**src/logic/dcc_pkg.sv**
```systemverilog
package dcc_pkg;
    localparam int NCH = 32;
    localparam int NTMR = 4;
    localparam int NSRC = 36;
    localparam int TW = 16;
    localparam int AW = 8;
    localparam int DW = 32;

    // register map, one 32-bit register per address on the plain port
    localparam logic [7:0] CH_VAL_BASE = 8'h00;
    localparam logic [7:0] CH_CFG_BASE = 8'h20;
    localparam logic [7:0] TMR_CNT_BASE = 8'h40;
    localparam logic [7:0] TMR_REL_BASE = 8'h44;
    localparam logic [7:0] TMR_CTL_BASE = 8'h48;
    localparam logic [7:0] ST_CH_ADDR = 8'h50;
    localparam logic [7:0] ST_TMR_ADDR = 8'h51;
    localparam logic [7:0] MSK_CH_ADDR = 8'h52;
    localparam logic [7:0] MSK_TMR_ADDR = 8'h53;
    localparam logic [7:0] VEC_ADDR = 8'h54;

    // channel configuration field layout
    localparam int CFG_MODE_LSB = 0;
    localparam int CFG_TSEL_BIT = 4;
    localparam logic [3:0] MODE_OFF = 4'h0;
    localparam logic [3:0] MODE_CAP_RISE = 4'h1;
    localparam logic [3:0] MODE_CAP_FALL = 4'h2;
    localparam logic [3:0] MODE_CAP_BOTH = 4'h3;
    localparam logic [3:0] MODE_CMP_FLAG = 4'h4;
    localparam logic [3:0] MODE_CMP_TOGGLE = 4'h5;
    localparam logic [3:0] MODE_CMP_ONCE = 4'h6;
    localparam logic [3:0] MODE_CMP_SET = 4'h7;
    localparam logic [3:0] MODE_CMP_CLR = 4'h8;

    // timer control field layout
    localparam int TCTL_RUN_BIT = 0;
    localparam int TCTL_SEL_LSB = 1;
    localparam logic [2:0] TSRC_DIV_MAX = 3'h4;
    localparam logic [2:0] TSRC_AUX = 3'h5;
    localparam logic [2:0] TSRC_PIN = 3'h6;

    // vector register field layout
    localparam int VEC_VALID_BIT = 31;
    localparam int VEC_TRAP_LSB = 16;
    localparam int VEC_LOC_LSB = 0;

    // finest step: 125 ns at a 64 MHz core clock, i.e. a fixed cycle ratio
    localparam int RES_NS = 125;
    localparam int REF_MHZ = 64;
    localparam int BASE_DIV = (RES_NS * REF_MHZ) / 1000;
    localparam int CLK_NS = 40;
    localparam int DIV_W = 8;

    localparam logic [TW-1:0] TMR_MAX = 16'hFFFF;
    localparam logic [TW-1:0] RST_VAL = 16'h0000;

    typedef struct packed {
        logic tsel;
        logic [3:0] mode;
    } dcc_ch_cfg_t;

    typedef struct packed {
        logic [2:0] clk_sel;
        logic run;
    } dcc_tmr_ctl_t;

    typedef struct packed {
        logic valid;
        logic [7:0] trap;
        logic [9:0] loc;
    } dcc_vec_t;
endpackage : dcc_pkg

```
**src/logic/dcc_top.sv**
```systemverilog
// Notes on behaviour
// RQ1 - two arrays of sixteen channels, finest step eight base clocks
// RQ2 - four 16-bit timers with reload, two pairs, one per array
// RQ3 - timer clock from prescaled system clock or aux unit overflow
// RQ4 - first timer of each pair may count an external pin
// RQ5 - each channel picks timer of its pair and capture or compare
// RQ6 - each channel owns one pin: capture input or compare output
// RQ7 - capture copies allocated timer into the channel register
// RQ8 - each capture raises its own channel interrupt request
// RQ9 - capture edge selectable: rising, falling or both
// RQ10 - five compare modes, compared continuously against allocated timer
// RQ11 - on timer equal to register, perform selected compare action
// RQ12 - each channel and timer has flag, enable, vector and trap number
// RQ13 - outside party drives array1 timer a count pin when selected
// RQ14 - timer overflow loads reload value and keeps counting
`timescale 1ns/100ps
`default_nettype none
module dcc_top
    import dcc_pkg::*;
(
    input wire logic CLK_SYS_I,
    input wire logic RSTN_I,
    input wire logic [AW-1:0] ADDR_I,
    input wire logic [DW-1:0] WDATA_I,
    input wire logic WR_I,
    input wire logic RD_I,
    output logic [DW-1:0] RDATA_O,
    output logic IRQ_O,
    input wire logic [NCH-1:0] CC_PIN_I,
    output logic [NCH-1:0] CC_PIN_O,
    output logic [NCH-1:0] CC_PIN_OE_O,
    input wire logic [1:0] COUNT_PIN_I,
    input wire logic AUX_OVF_I
);

    function automatic logic is_capture(input logic [3:0] m);
        is_capture = (m == MODE_CAP_RISE) || (m == MODE_CAP_FALL) || (m == MODE_CAP_BOTH);
    endfunction : is_capture

    function automatic logic is_compare(input logic [3:0] m);
        is_compare = (m >= MODE_CMP_FLAG) && (m <= MODE_CMP_CLR);
    endfunction : is_compare

    function automatic logic drives_pin(input logic [3:0] m);
        drives_pin = (m == MODE_CMP_TOGGLE) || (m == MODE_CMP_SET) || (m == MODE_CMP_CLR);
    endfunction : drives_pin

    // timer index from channel number and its timer select
    function automatic logic [1:0] tmr_of(input int ch, input logic tsel);
        tmr_of = {ch >= 16, tsel};
    endfunction : tmr_of

    function automatic logic [DIV_W-1:0] div_mask(input logic [2:0] sel);
        div_mask = DIV_W'((BASE_DIV << sel) - 1);
    endfunction : div_mask

    // sources 0..31 channels, 32..35 timers
    function automatic logic [7:0] trap_of(input logic [5:0] src);
        logic [7:0] s;
        s = {2'b00, src};
        if (src < 6'd16) begin
            trap_of = s + 8'h10;
        end else if (src < 6'd29) begin
            trap_of = s + 8'h20;
        end else if (src < 6'd32) begin
            trap_of = s + 8'h27;
        end else if (src == 6'd32) begin
            trap_of = 8'h20;
        end else if (src == 6'd33) begin
            trap_of = 8'h21;
        end else if (src == 6'd34) begin
            trap_of = 8'h3D;
        end else begin
            trap_of = 8'h3E;
        end
    endfunction : trap_of

    logic [NCH-1:0] pin_s1_reg;
    logic [NCH-1:0] pin_s2_reg;
    logic [NCH-1:0] pin_s3_reg;
    logic [1:0] cnt_s1_reg;
    logic [1:0] cnt_s2_reg;
    logic [1:0] cnt_s3_reg;
    logic [DIV_W-1:0] div_reg;
    logic [TW-1:0] tmr_reg [NTMR];
    logic [TW-1:0] rel_reg [NTMR];
    dcc_tmr_ctl_t tctl_reg [NTMR];
    logic [NTMR-1:0] step_reg;
    logic [NTMR-1:0] ovf_reg;
    logic [TW-1:0] val_reg [NCH];
    dcc_ch_cfg_t cfg_reg [NCH];
    logic [NCH-1:0] armed_reg;
    logic [NCH-1:0] pin_out_reg;
    logic [NCH-1:0] pin_oe_reg;
    logic [NCH-1:0] st_ch_reg;
    logic [NTMR-1:0] st_tmr_reg;
    logic [NCH-1:0] msk_ch_reg;
    logic [NTMR-1:0] msk_tmr_reg;
    logic [DW-1:0] rdata_reg;
    logic irq_reg;

    logic [NTMR-1:0] tick;
    logic [NCH-1:0] cap_ev;
    logic [NCH-1:0] cmp_ev;
    logic [1:0] cnt_edge;
    dcc_vec_t vec_next;

    logic [AW-1:0] idx;
    assign idx = ADDR_I;

    // pins are asynchronous; stage three only feeds the edge detector
    always_ff @(posedge CLK_SYS_I or negedge RSTN_I) begin
        if (!RSTN_I) begin
            pin_s1_reg <= '0;
            pin_s2_reg <= '0;
            pin_s3_reg <= '0;
            cnt_s1_reg <= '0;
            cnt_s2_reg <= '0;
            cnt_s3_reg <= '0;
        end else begin
            pin_s1_reg <= CC_PIN_I;
            pin_s2_reg <= pin_s1_reg;
            pin_s3_reg <= pin_s2_reg;
            cnt_s1_reg <= COUNT_PIN_I; // [RQ13]
            cnt_s2_reg <= cnt_s1_reg;
            cnt_s3_reg <= cnt_s2_reg;
        end
    end

    assign cnt_edge = cnt_s2_reg & ~cnt_s3_reg;

    always_ff @(posedge CLK_SYS_I or negedge RSTN_I) begin
        if (!RSTN_I) begin
            div_reg <= '0;
        end else begin
            div_reg <= div_reg + DIV_W'(1);
        end
    end

    always_comb begin
        for (int t = 0; t < NTMR; t++) begin
            if (!tctl_reg[t].run) begin
                tick[t] = 1'b0;
            end else if (tctl_reg[t].clk_sel <= TSRC_DIV_MAX) begin
                tick[t] = (div_reg & div_mask(tctl_reg[t].clk_sel)) == div_mask(tctl_reg[t].clk_sel); // [RQ1] [RQ3]
            end else if (tctl_reg[t].clk_sel == TSRC_AUX) begin
                tick[t] = AUX_OVF_I; // [RQ3]
            end else if (tctl_reg[t].clk_sel == TSRC_PIN && t % 2 == 0) begin
                tick[t] = cnt_edge[t / 2]; // [RQ4]
            end else begin
                tick[t] = 1'b0;
            end
        end
    end

    // timers; a software write of the count wins over a tick
    always_ff @(posedge CLK_SYS_I or negedge RSTN_I) begin
        if (!RSTN_I) begin
            for (int t = 0; t < NTMR; t++) begin
                tmr_reg[t] <= RST_VAL;
                rel_reg[t] <= RST_VAL;
                tctl_reg[t] <= '0;
            end
            step_reg <= '0;
            ovf_reg <= '0;
        end else begin
            for (int t = 0; t < NTMR; t++) begin
                step_reg[t] <= 1'b0;
                ovf_reg[t] <= 1'b0;
                if (WR_I && idx == TMR_REL_BASE + AW'(t)) begin
                    rel_reg[t] <= WDATA_I[TW-1:0];
                end
                if (WR_I && idx == TMR_CTL_BASE + AW'(t)) begin
                    tctl_reg[t] <= WDATA_I[3:0];
                end
                if (WR_I && idx == TMR_CNT_BASE + AW'(t)) begin
                    tmr_reg[t] <= WDATA_I[TW-1:0];
                end else if (tick[t]) begin
                    step_reg[t] <= 1'b1;
                    if (tmr_reg[t] == TMR_MAX) begin
                        tmr_reg[t] <= rel_reg[t]; // [RQ2] [RQ14]
                        ovf_reg[t] <= 1'b1;
                    end else begin
                        tmr_reg[t] <= tmr_reg[t] + 16'h0001; // [RQ2]
                    end
                end
            end
        end
    end

    // compare fires once per timer step, not on every cycle the value sits
    always_comb begin
        for (int c = 0; c < NCH; c++) begin
            cap_ev[c] = 1'b0;
            cmp_ev[c] = 1'b0;
            case (cfg_reg[c].mode)
                MODE_CAP_RISE: cap_ev[c] = pin_s2_reg[c] & ~pin_s3_reg[c]; // [RQ9]
                MODE_CAP_FALL: cap_ev[c] = ~pin_s2_reg[c] & pin_s3_reg[c]; // [RQ9]
                MODE_CAP_BOTH: cap_ev[c] = pin_s2_reg[c] ^ pin_s3_reg[c]; // [RQ9]
                default: cap_ev[c] = 1'b0;
            endcase
            if (is_compare(cfg_reg[c].mode) && step_reg[tmr_of(c, cfg_reg[c].tsel)]) begin
                cmp_ev[c] = tmr_reg[tmr_of(c, cfg_reg[c].tsel)] == val_reg[c]; // [RQ5] [RQ10]
                if (cfg_reg[c].mode == MODE_CMP_ONCE) begin
                    cmp_ev[c] = cmp_ev[c] & armed_reg[c];
                end
            end
        end
    end

    // channel registers; a capture wins over a software write
    always_ff @(posedge CLK_SYS_I or negedge RSTN_I) begin
        if (!RSTN_I) begin
            for (int c = 0; c < NCH; c++) begin
                val_reg[c] <= RST_VAL;
                cfg_reg[c] <= '0;
            end
        end else begin
            for (int c = 0; c < NCH; c++) begin
                if (WR_I && idx == CH_CFG_BASE + AW'(c)) begin
                    cfg_reg[c] <= {WDATA_I[CFG_TSEL_BIT], WDATA_I[CFG_MODE_LSB +: 4]}; // [RQ5]
                end
                if (cap_ev[c]) begin
                    val_reg[c] <= tmr_reg[tmr_of(c, cfg_reg[c].tsel)]; // [RQ7]
                end else if (WR_I && idx == CH_VAL_BASE + AW'(c)) begin
                    val_reg[c] <= WDATA_I[TW-1:0];
                end
            end
        end
    end

    // compare actions on the channel pins
    always_ff @(posedge CLK_SYS_I or negedge RSTN_I) begin
        if (!RSTN_I) begin
            pin_out_reg <= '0;
            pin_oe_reg <= '0;
            armed_reg <= '0;
        end else begin
            for (int c = 0; c < NCH; c++) begin
                pin_oe_reg[c] <= drives_pin(cfg_reg[c].mode); // [RQ6]
                if (ovf_reg[tmr_of(c, cfg_reg[c].tsel)] || !is_compare(cfg_reg[c].mode)) begin
                    armed_reg[c] <= 1'b1;
                end else if (cmp_ev[c]) begin
                    armed_reg[c] <= 1'b0;
                end
                case (cfg_reg[c].mode)
                    MODE_CMP_TOGGLE: begin
                        if (cmp_ev[c]) begin
                            pin_out_reg[c] <= ~pin_out_reg[c]; // [RQ11]
                        end
                    end
                    MODE_CMP_SET: begin
                        if (cmp_ev[c]) begin
                            pin_out_reg[c] <= 1'b1; // [RQ11]
                        end else if (ovf_reg[tmr_of(c, cfg_reg[c].tsel)]) begin
                            pin_out_reg[c] <= 1'b0;
                        end
                    end
                    MODE_CMP_CLR: begin
                        if (cmp_ev[c]) begin
                            pin_out_reg[c] <= 1'b0; // [RQ11]
                        end else if (ovf_reg[tmr_of(c, cfg_reg[c].tsel)]) begin
                            pin_out_reg[c] <= 1'b1;
                        end
                    end
                    default: pin_out_reg[c] <= pin_out_reg[c];
                endcase
            end
        end
    end

    // sticky flags: a new event in the clearing read's cycle survives
    always_ff @(posedge CLK_SYS_I or negedge RSTN_I) begin
        if (!RSTN_I) begin
            st_ch_reg <= '0;
            st_tmr_reg <= '0;
        end else begin
            st_ch_reg <= (st_ch_reg & ~{NCH{RD_I && idx == ST_CH_ADDR}}) | cap_ev | cmp_ev; // [RQ8] [RQ12]
            st_tmr_reg <= (st_tmr_reg & ~{NTMR{RD_I && idx == ST_TMR_ADDR}}) | ovf_reg; // [RQ12]
        end
    end

    always_ff @(posedge CLK_SYS_I or negedge RSTN_I) begin
        if (!RSTN_I) begin
            msk_ch_reg <= '0;
            msk_tmr_reg <= '0;
        end else begin
            if (WR_I && idx == MSK_CH_ADDR) begin
                msk_ch_reg <= WDATA_I[NCH-1:0];
            end
            if (WR_I && idx == MSK_TMR_ADDR) begin
                msk_tmr_reg <= WDATA_I[NTMR-1:0];
            end
        end
    end

    // lowest pending enabled source wins the vector
    always_comb begin
        logic [NSRC-1:0] pend;
        pend = {st_tmr_reg & msk_tmr_reg, st_ch_reg & msk_ch_reg};
        vec_next = '0;
        for (int s = NSRC - 1; s >= 0; s--) begin
            if (pend[s]) begin
                vec_next.valid = 1'b1;
                vec_next.trap = trap_of(6'(s)); // [RQ12]
                vec_next.loc = {trap_of(6'(s)), 2'b00};
            end
        end
    end

    always_ff @(posedge CLK_SYS_I or negedge RSTN_I) begin
        if (!RSTN_I) begin
            irq_reg <= 1'b0;
        end else begin
            irq_reg <= |{st_tmr_reg & msk_tmr_reg, st_ch_reg & msk_ch_reg};
        end
    end

    always_ff @(posedge CLK_SYS_I or negedge RSTN_I) begin
        if (!RSTN_I) begin
            rdata_reg <= '0;
        end else begin
            rdata_reg <= '0;
            if (RD_I) begin
                if (idx < CH_CFG_BASE) begin
                    rdata_reg <= {16'h0000, val_reg[idx[4:0]]};
                end else if (idx < TMR_CNT_BASE) begin
                    rdata_reg <= {27'h0, cfg_reg[idx[4:0]]};
                end else if (idx < TMR_REL_BASE) begin
                    rdata_reg <= {16'h0000, tmr_reg[idx[1:0]]};
                end else if (idx < TMR_CTL_BASE) begin
                    rdata_reg <= {16'h0000, rel_reg[idx[1:0]]};
                end else if (idx < TMR_CTL_BASE + 8'h04) begin
                    rdata_reg <= {28'h0000000, tctl_reg[idx[1:0]]};
                end else if (idx == ST_CH_ADDR) begin
                    rdata_reg <= st_ch_reg;
                end else if (idx == ST_TMR_ADDR) begin
                    rdata_reg <= {28'h0000000, st_tmr_reg};
                end else if (idx == MSK_CH_ADDR) begin
                    rdata_reg <= msk_ch_reg;
                end else if (idx == MSK_TMR_ADDR) begin
                    rdata_reg <= {28'h0000000, msk_tmr_reg};
                end else if (idx == VEC_ADDR) begin
                    rdata_reg[VEC_VALID_BIT] <= vec_next.valid;
                    rdata_reg[VEC_TRAP_LSB +: 8] <= vec_next.trap;
                    rdata_reg[VEC_LOC_LSB +: 10] <= vec_next.loc;
                end
            end
        end
    end

    assign RDATA_O = rdata_reg;
    assign IRQ_O = irq_reg;
    assign CC_PIN_O = pin_out_reg;
    assign CC_PIN_OE_O = pin_oe_reg;

endmodule : dcc_top
`default_nettype wire

```
**config.mk**
```make
export PLATFORM = sky130hd
export DESIGN_NAME = dcc_top
export DESIGN_NICKNAME = d
export VERILOG_FILES = /design/src/logic/dcc_pkg.sv /design/src/logic/dcc_top.sv
export SDC_FILE = /design/constraint.sdc
export NUM_CORES = 2
export LEC_CHECK = 0
export BUFFER_PORTS_ARGS = -buffer_cell sky130_fd_sc_hd__buf_2
export CAP_MARGIN = 20
export CORE_ASPECT_RATIO = 1.4
export CORE_MARGIN = 2
export CORE_UTILIZATION = 43
export DETAILED_ROUTE_END_ITERATION = 10
export GPL_ROUTABILITY_DRIVEN = 0
export SLEW_MARGIN = 20
export SYNTH_ARGS = -nofsm -noshare
export SYNTH_HDL_FRONTEND = slang
export SYNTH_SLANG_ARGS = --single-unit
```
**constraint.sdc**
```tcl
create_clock -name CLK_SYS_I -period 2.95 [get_ports CLK_SYS_I]
set_input_delay 0.295 -clock CLK_SYS_I [delete_from_list [all_inputs] [get_ports CLK_SYS_I]]
set_output_delay 0.295 -clock CLK_SYS_I [all_outputs]
set_load 0.005 [all_outputs]
```
==> flow_metrics.tcl <==
set metrics [dict create \
    status "complete, but fails checks" \
    violations "negative setup slack" \
    critPathArrivalTime_ps 3740 \
    worst_clock_skew_ps 57.37 \
    die_x_um 351.1 \
    cp_num_buf_inv 2 \
    path_cells "buf_4 -> mux2i_1 -> xor2_1 -> nand4_1 -> nor4_4 -> buf_4 -> o21ai_1 -> a221o_1" \
    r2r-end "CC_PIN_O[19]$_DFFE_PN0P_" \
    critPathMostFrequentCell "buf_4" \
    clk_pin_slew_ps 60 \
    rows 178 \
    power.leakage_nw 35.53 \
    gr-usage-all-layers 0.3741 \
    startpoint_type "register" \
    io_buffers 175 \
    grt.overflow.total 0 \
    dominantRegCellSynth "dfrtp_1" \
    yosys_warnings 0 \
    core_area_sq_um 167700 \
    syn_area_sq_um 72510 \
    total_power_w 0.05374 \
    drtAntennaViolNets 0 \
    setup_violations 2 \
    post-place-ws_ps -215.4 \
    cts_buffers 132 \
    tightest_slew_ps 1103 \
    die_y_um 489.9 \
    nets 7676 \
    r2r_setup_slack_ps -70 \
    cap_viol_max_count 0 \
    netlist_instances 7060 \
    vias 64492 \
    ys_ff_latch 1134 \
    start_util 0.4324 \
    dieArea_sq_um 172000 \
    place_hpwl_um 230100 \
    top_layer "met5" \
    grt_max_degree 111 \
    grt_pass1_wl_um 459400 \
    powerDensity_nw_per_um2 625.8 \
    vias_per_cell 6.510 \
    cp_max_fo 8 \
    drt_pass1_iterations 6 \
    hp-class "input port to register" \
    critPathKind "register to register" \
    cp_top_family "simple AND/OR/NAND/NOR gates" \
    cts.path.max_buffers 3 \
    setup.worst_path.end "CC_PIN_O[19]$_DFFE_PN0P_" \
    antenna_found_initial 41 \
    grt_pass1_vias 62845 \
    tns_ps -99.15 \
    htreeDepth 4 \
    cts_tree "yes" \
    end_kind "register" \
    postSynthAreaPerCell_sq_um 10.27 \
    crit_path_start "tmr_reg[7]$_DFFE_PN0P_" \
    yosysSeqAreaShare 0.3914 \
    stdcell_count 9906 \
    drtIter0Drc 8277 \
    top_level_ports 176 \
    synth_fp_nets 7208 \
    reg2reg_from "tmr_reg[7]$_DFFE_PN0P_" \
    slowest_stage "nand4_1" \
    finalHoldViolations 0 \
    async_flop_share 1.000 \
    holdPathStages 2 \
    post-place-cells 9580 \
    max_stage_delay_ps 560 \
    fin_ws_ps -68.57 \
    finalCritPeriodShare 1.023 \
    slew_viol_final 0 \
    post_drt_wl_per_cell_um 32.60 \
    synth_enable_flop_cells 0 \
    post-route-min-period_ps 3019 \
    cp.required_ps 3670 \
    drt-total-wl_um 322900 \
    peakVddDrop_uv 762.9 \
    drc_errors 0 \
    worst_r2r_path_depth 8 \
    largest_register_ffs 512 \
    synth_cell_types 77 \
    clock_latency_ps 850 \
    cp.depth 8 \
    max_slew_margin 0.2647 \
    met1_length_um 108000 \
    cts_sinks 1134 \
    wl_met2_um 144100 \
    drive_above_1_share 0.2588 \
    max_freq_mhz 331.3 \
    rsz0062_at_grt "false" \
    route.met3.wl_um 32710 \
    root_buffer "clkbuf_16" \
    final_util 0.5121 \
    area.growth.synth_to_final_pct 18.43 \
]
==> routing by layer <==
layer | GRT usage | vias to the layer above
met3 | 0.1075 | 1522
met1 | 0.4147 | 32079
met2 | 0.5772 | 4288
li1 | - | 26573
met4 | 0.3493 | 30
met5 | 0 | -
==> worst min path at each step <==
stage / start / endpoint / slack (ps)
6_report: RD_I / RDATA_O[5]$_DFF_PN0_ / 40
5_1_grt: RD_I / RDATA_O[5]$_DFF_PN0_ / 10
4_1_cts: RD_I / RDATA_O[5]$_DFF_PN0_ / 2
3_5_place_dp: RSTN_I / tctl_reg[5]$_DFFE_PN0P_ / 150
3_3_place_gp: RSTN_I / tctl_reg[5]$_DFFE_PN0P_ / 150
2_1_floorplan: RSTN_I / CC_PIN_OE_O[0]$_DFF_PN0_ / -0.6
==> through the flow <==
stage                     hold slack (ps)  cell area (sq um)
after floorplan                   -0.5911              72510
after global placement              153.4              80450
after detailed placement            153.4              80450
after CTS                           1.561              85670
after global routing                10.40              85820
final                               44.32              85870
==> cell usage in the layout (no fill, tap or decap), drive strengths merged, types with 102 or more instances in the layout <==
| cell | count |
|---|---|
| a21oi | 625 |
| nand4 | 102 |
| nor2b | 363 |
| o21ai | 236 |
| a211oi | 333 |
| mux2i | 579 |
| buf | 871 |
| mux4 | 248 |
| nand2 | 374 |
| nor2 | 474 |
| nand3 | 118 |
| mux2 | 517 |
| xor2 | 287 |
| xnor2 | 242 |
| inv | 181 |
| clkbuf | 183 |
| dfrtp | 1134 |
==> where the power goes <==
group	switching [W]	internal [W]
combinational	0.00805	0.00677
sequential	0.00323	0.0179
clock	0.00744	0.0103
total	0.0187	0.0350
==> area by class of cell <==
cell class | instances | area, sq um
tap | 2250 | 2815
clock buffer | 183 | 3809
sequential | 1134 | 28400
fill | 14854 | 81830
inverter | 175 | 656.9
multi-input combinational | 5156 | 41150
timing repair buffer | 929 | 8180
antenna | 24 | 60.06
clock inverter | 55 | 800.8
==> kinds of logic (layout without fill, tap and decap cells) <==
kind of cell             Yosys count  count (layout)  synth area share
buffers and inverters            770            1342           0.04554
AND/OR/NAND/NOR                 1712            1712            0.1222
multiplexers                    1344            1344            0.2372
AO/OA/AOI/OAI                   1502            1502            0.1278
other                              0              24                 0
XOR/XNOR                         529             529           0.06390
flip-flops                      1134            1134            0.3914
adder cells (fa/ha/maj)           69              69           0.01191
==> repair_timing <==
item | 4_1_cts | 5_1_grt
hold endpoints to repair | 583 | 0
hold buffers | 58 | 0
setup buffers | 0 | 6
pin swaps | 0 | 7
resized for setup | 8 | 26
endpoints found under the setup margin | 7 | 22
==> cells in the mapped netlist (all sizes together) (202+ instances only) <==
cell | number | area, sq um
a211oi | 333 | 2500
a21oi | 625 | 3128
buf | 202 | 1170
clkbuf | 393 | 1475
dfrtp | 1134 | 28380
mux2 | 517 | 5822
mux2i | 579 | 5796
mux4 | 248 | 5585
nand2 | 374 | 1406
nor2 | 474 | 1779
nor2b | 363 | 2271
o21ai | 236 | 1181
xnor2 | 242 | 2120
xor2 | 287 | 2514
(Power assumes the default switching activity.)
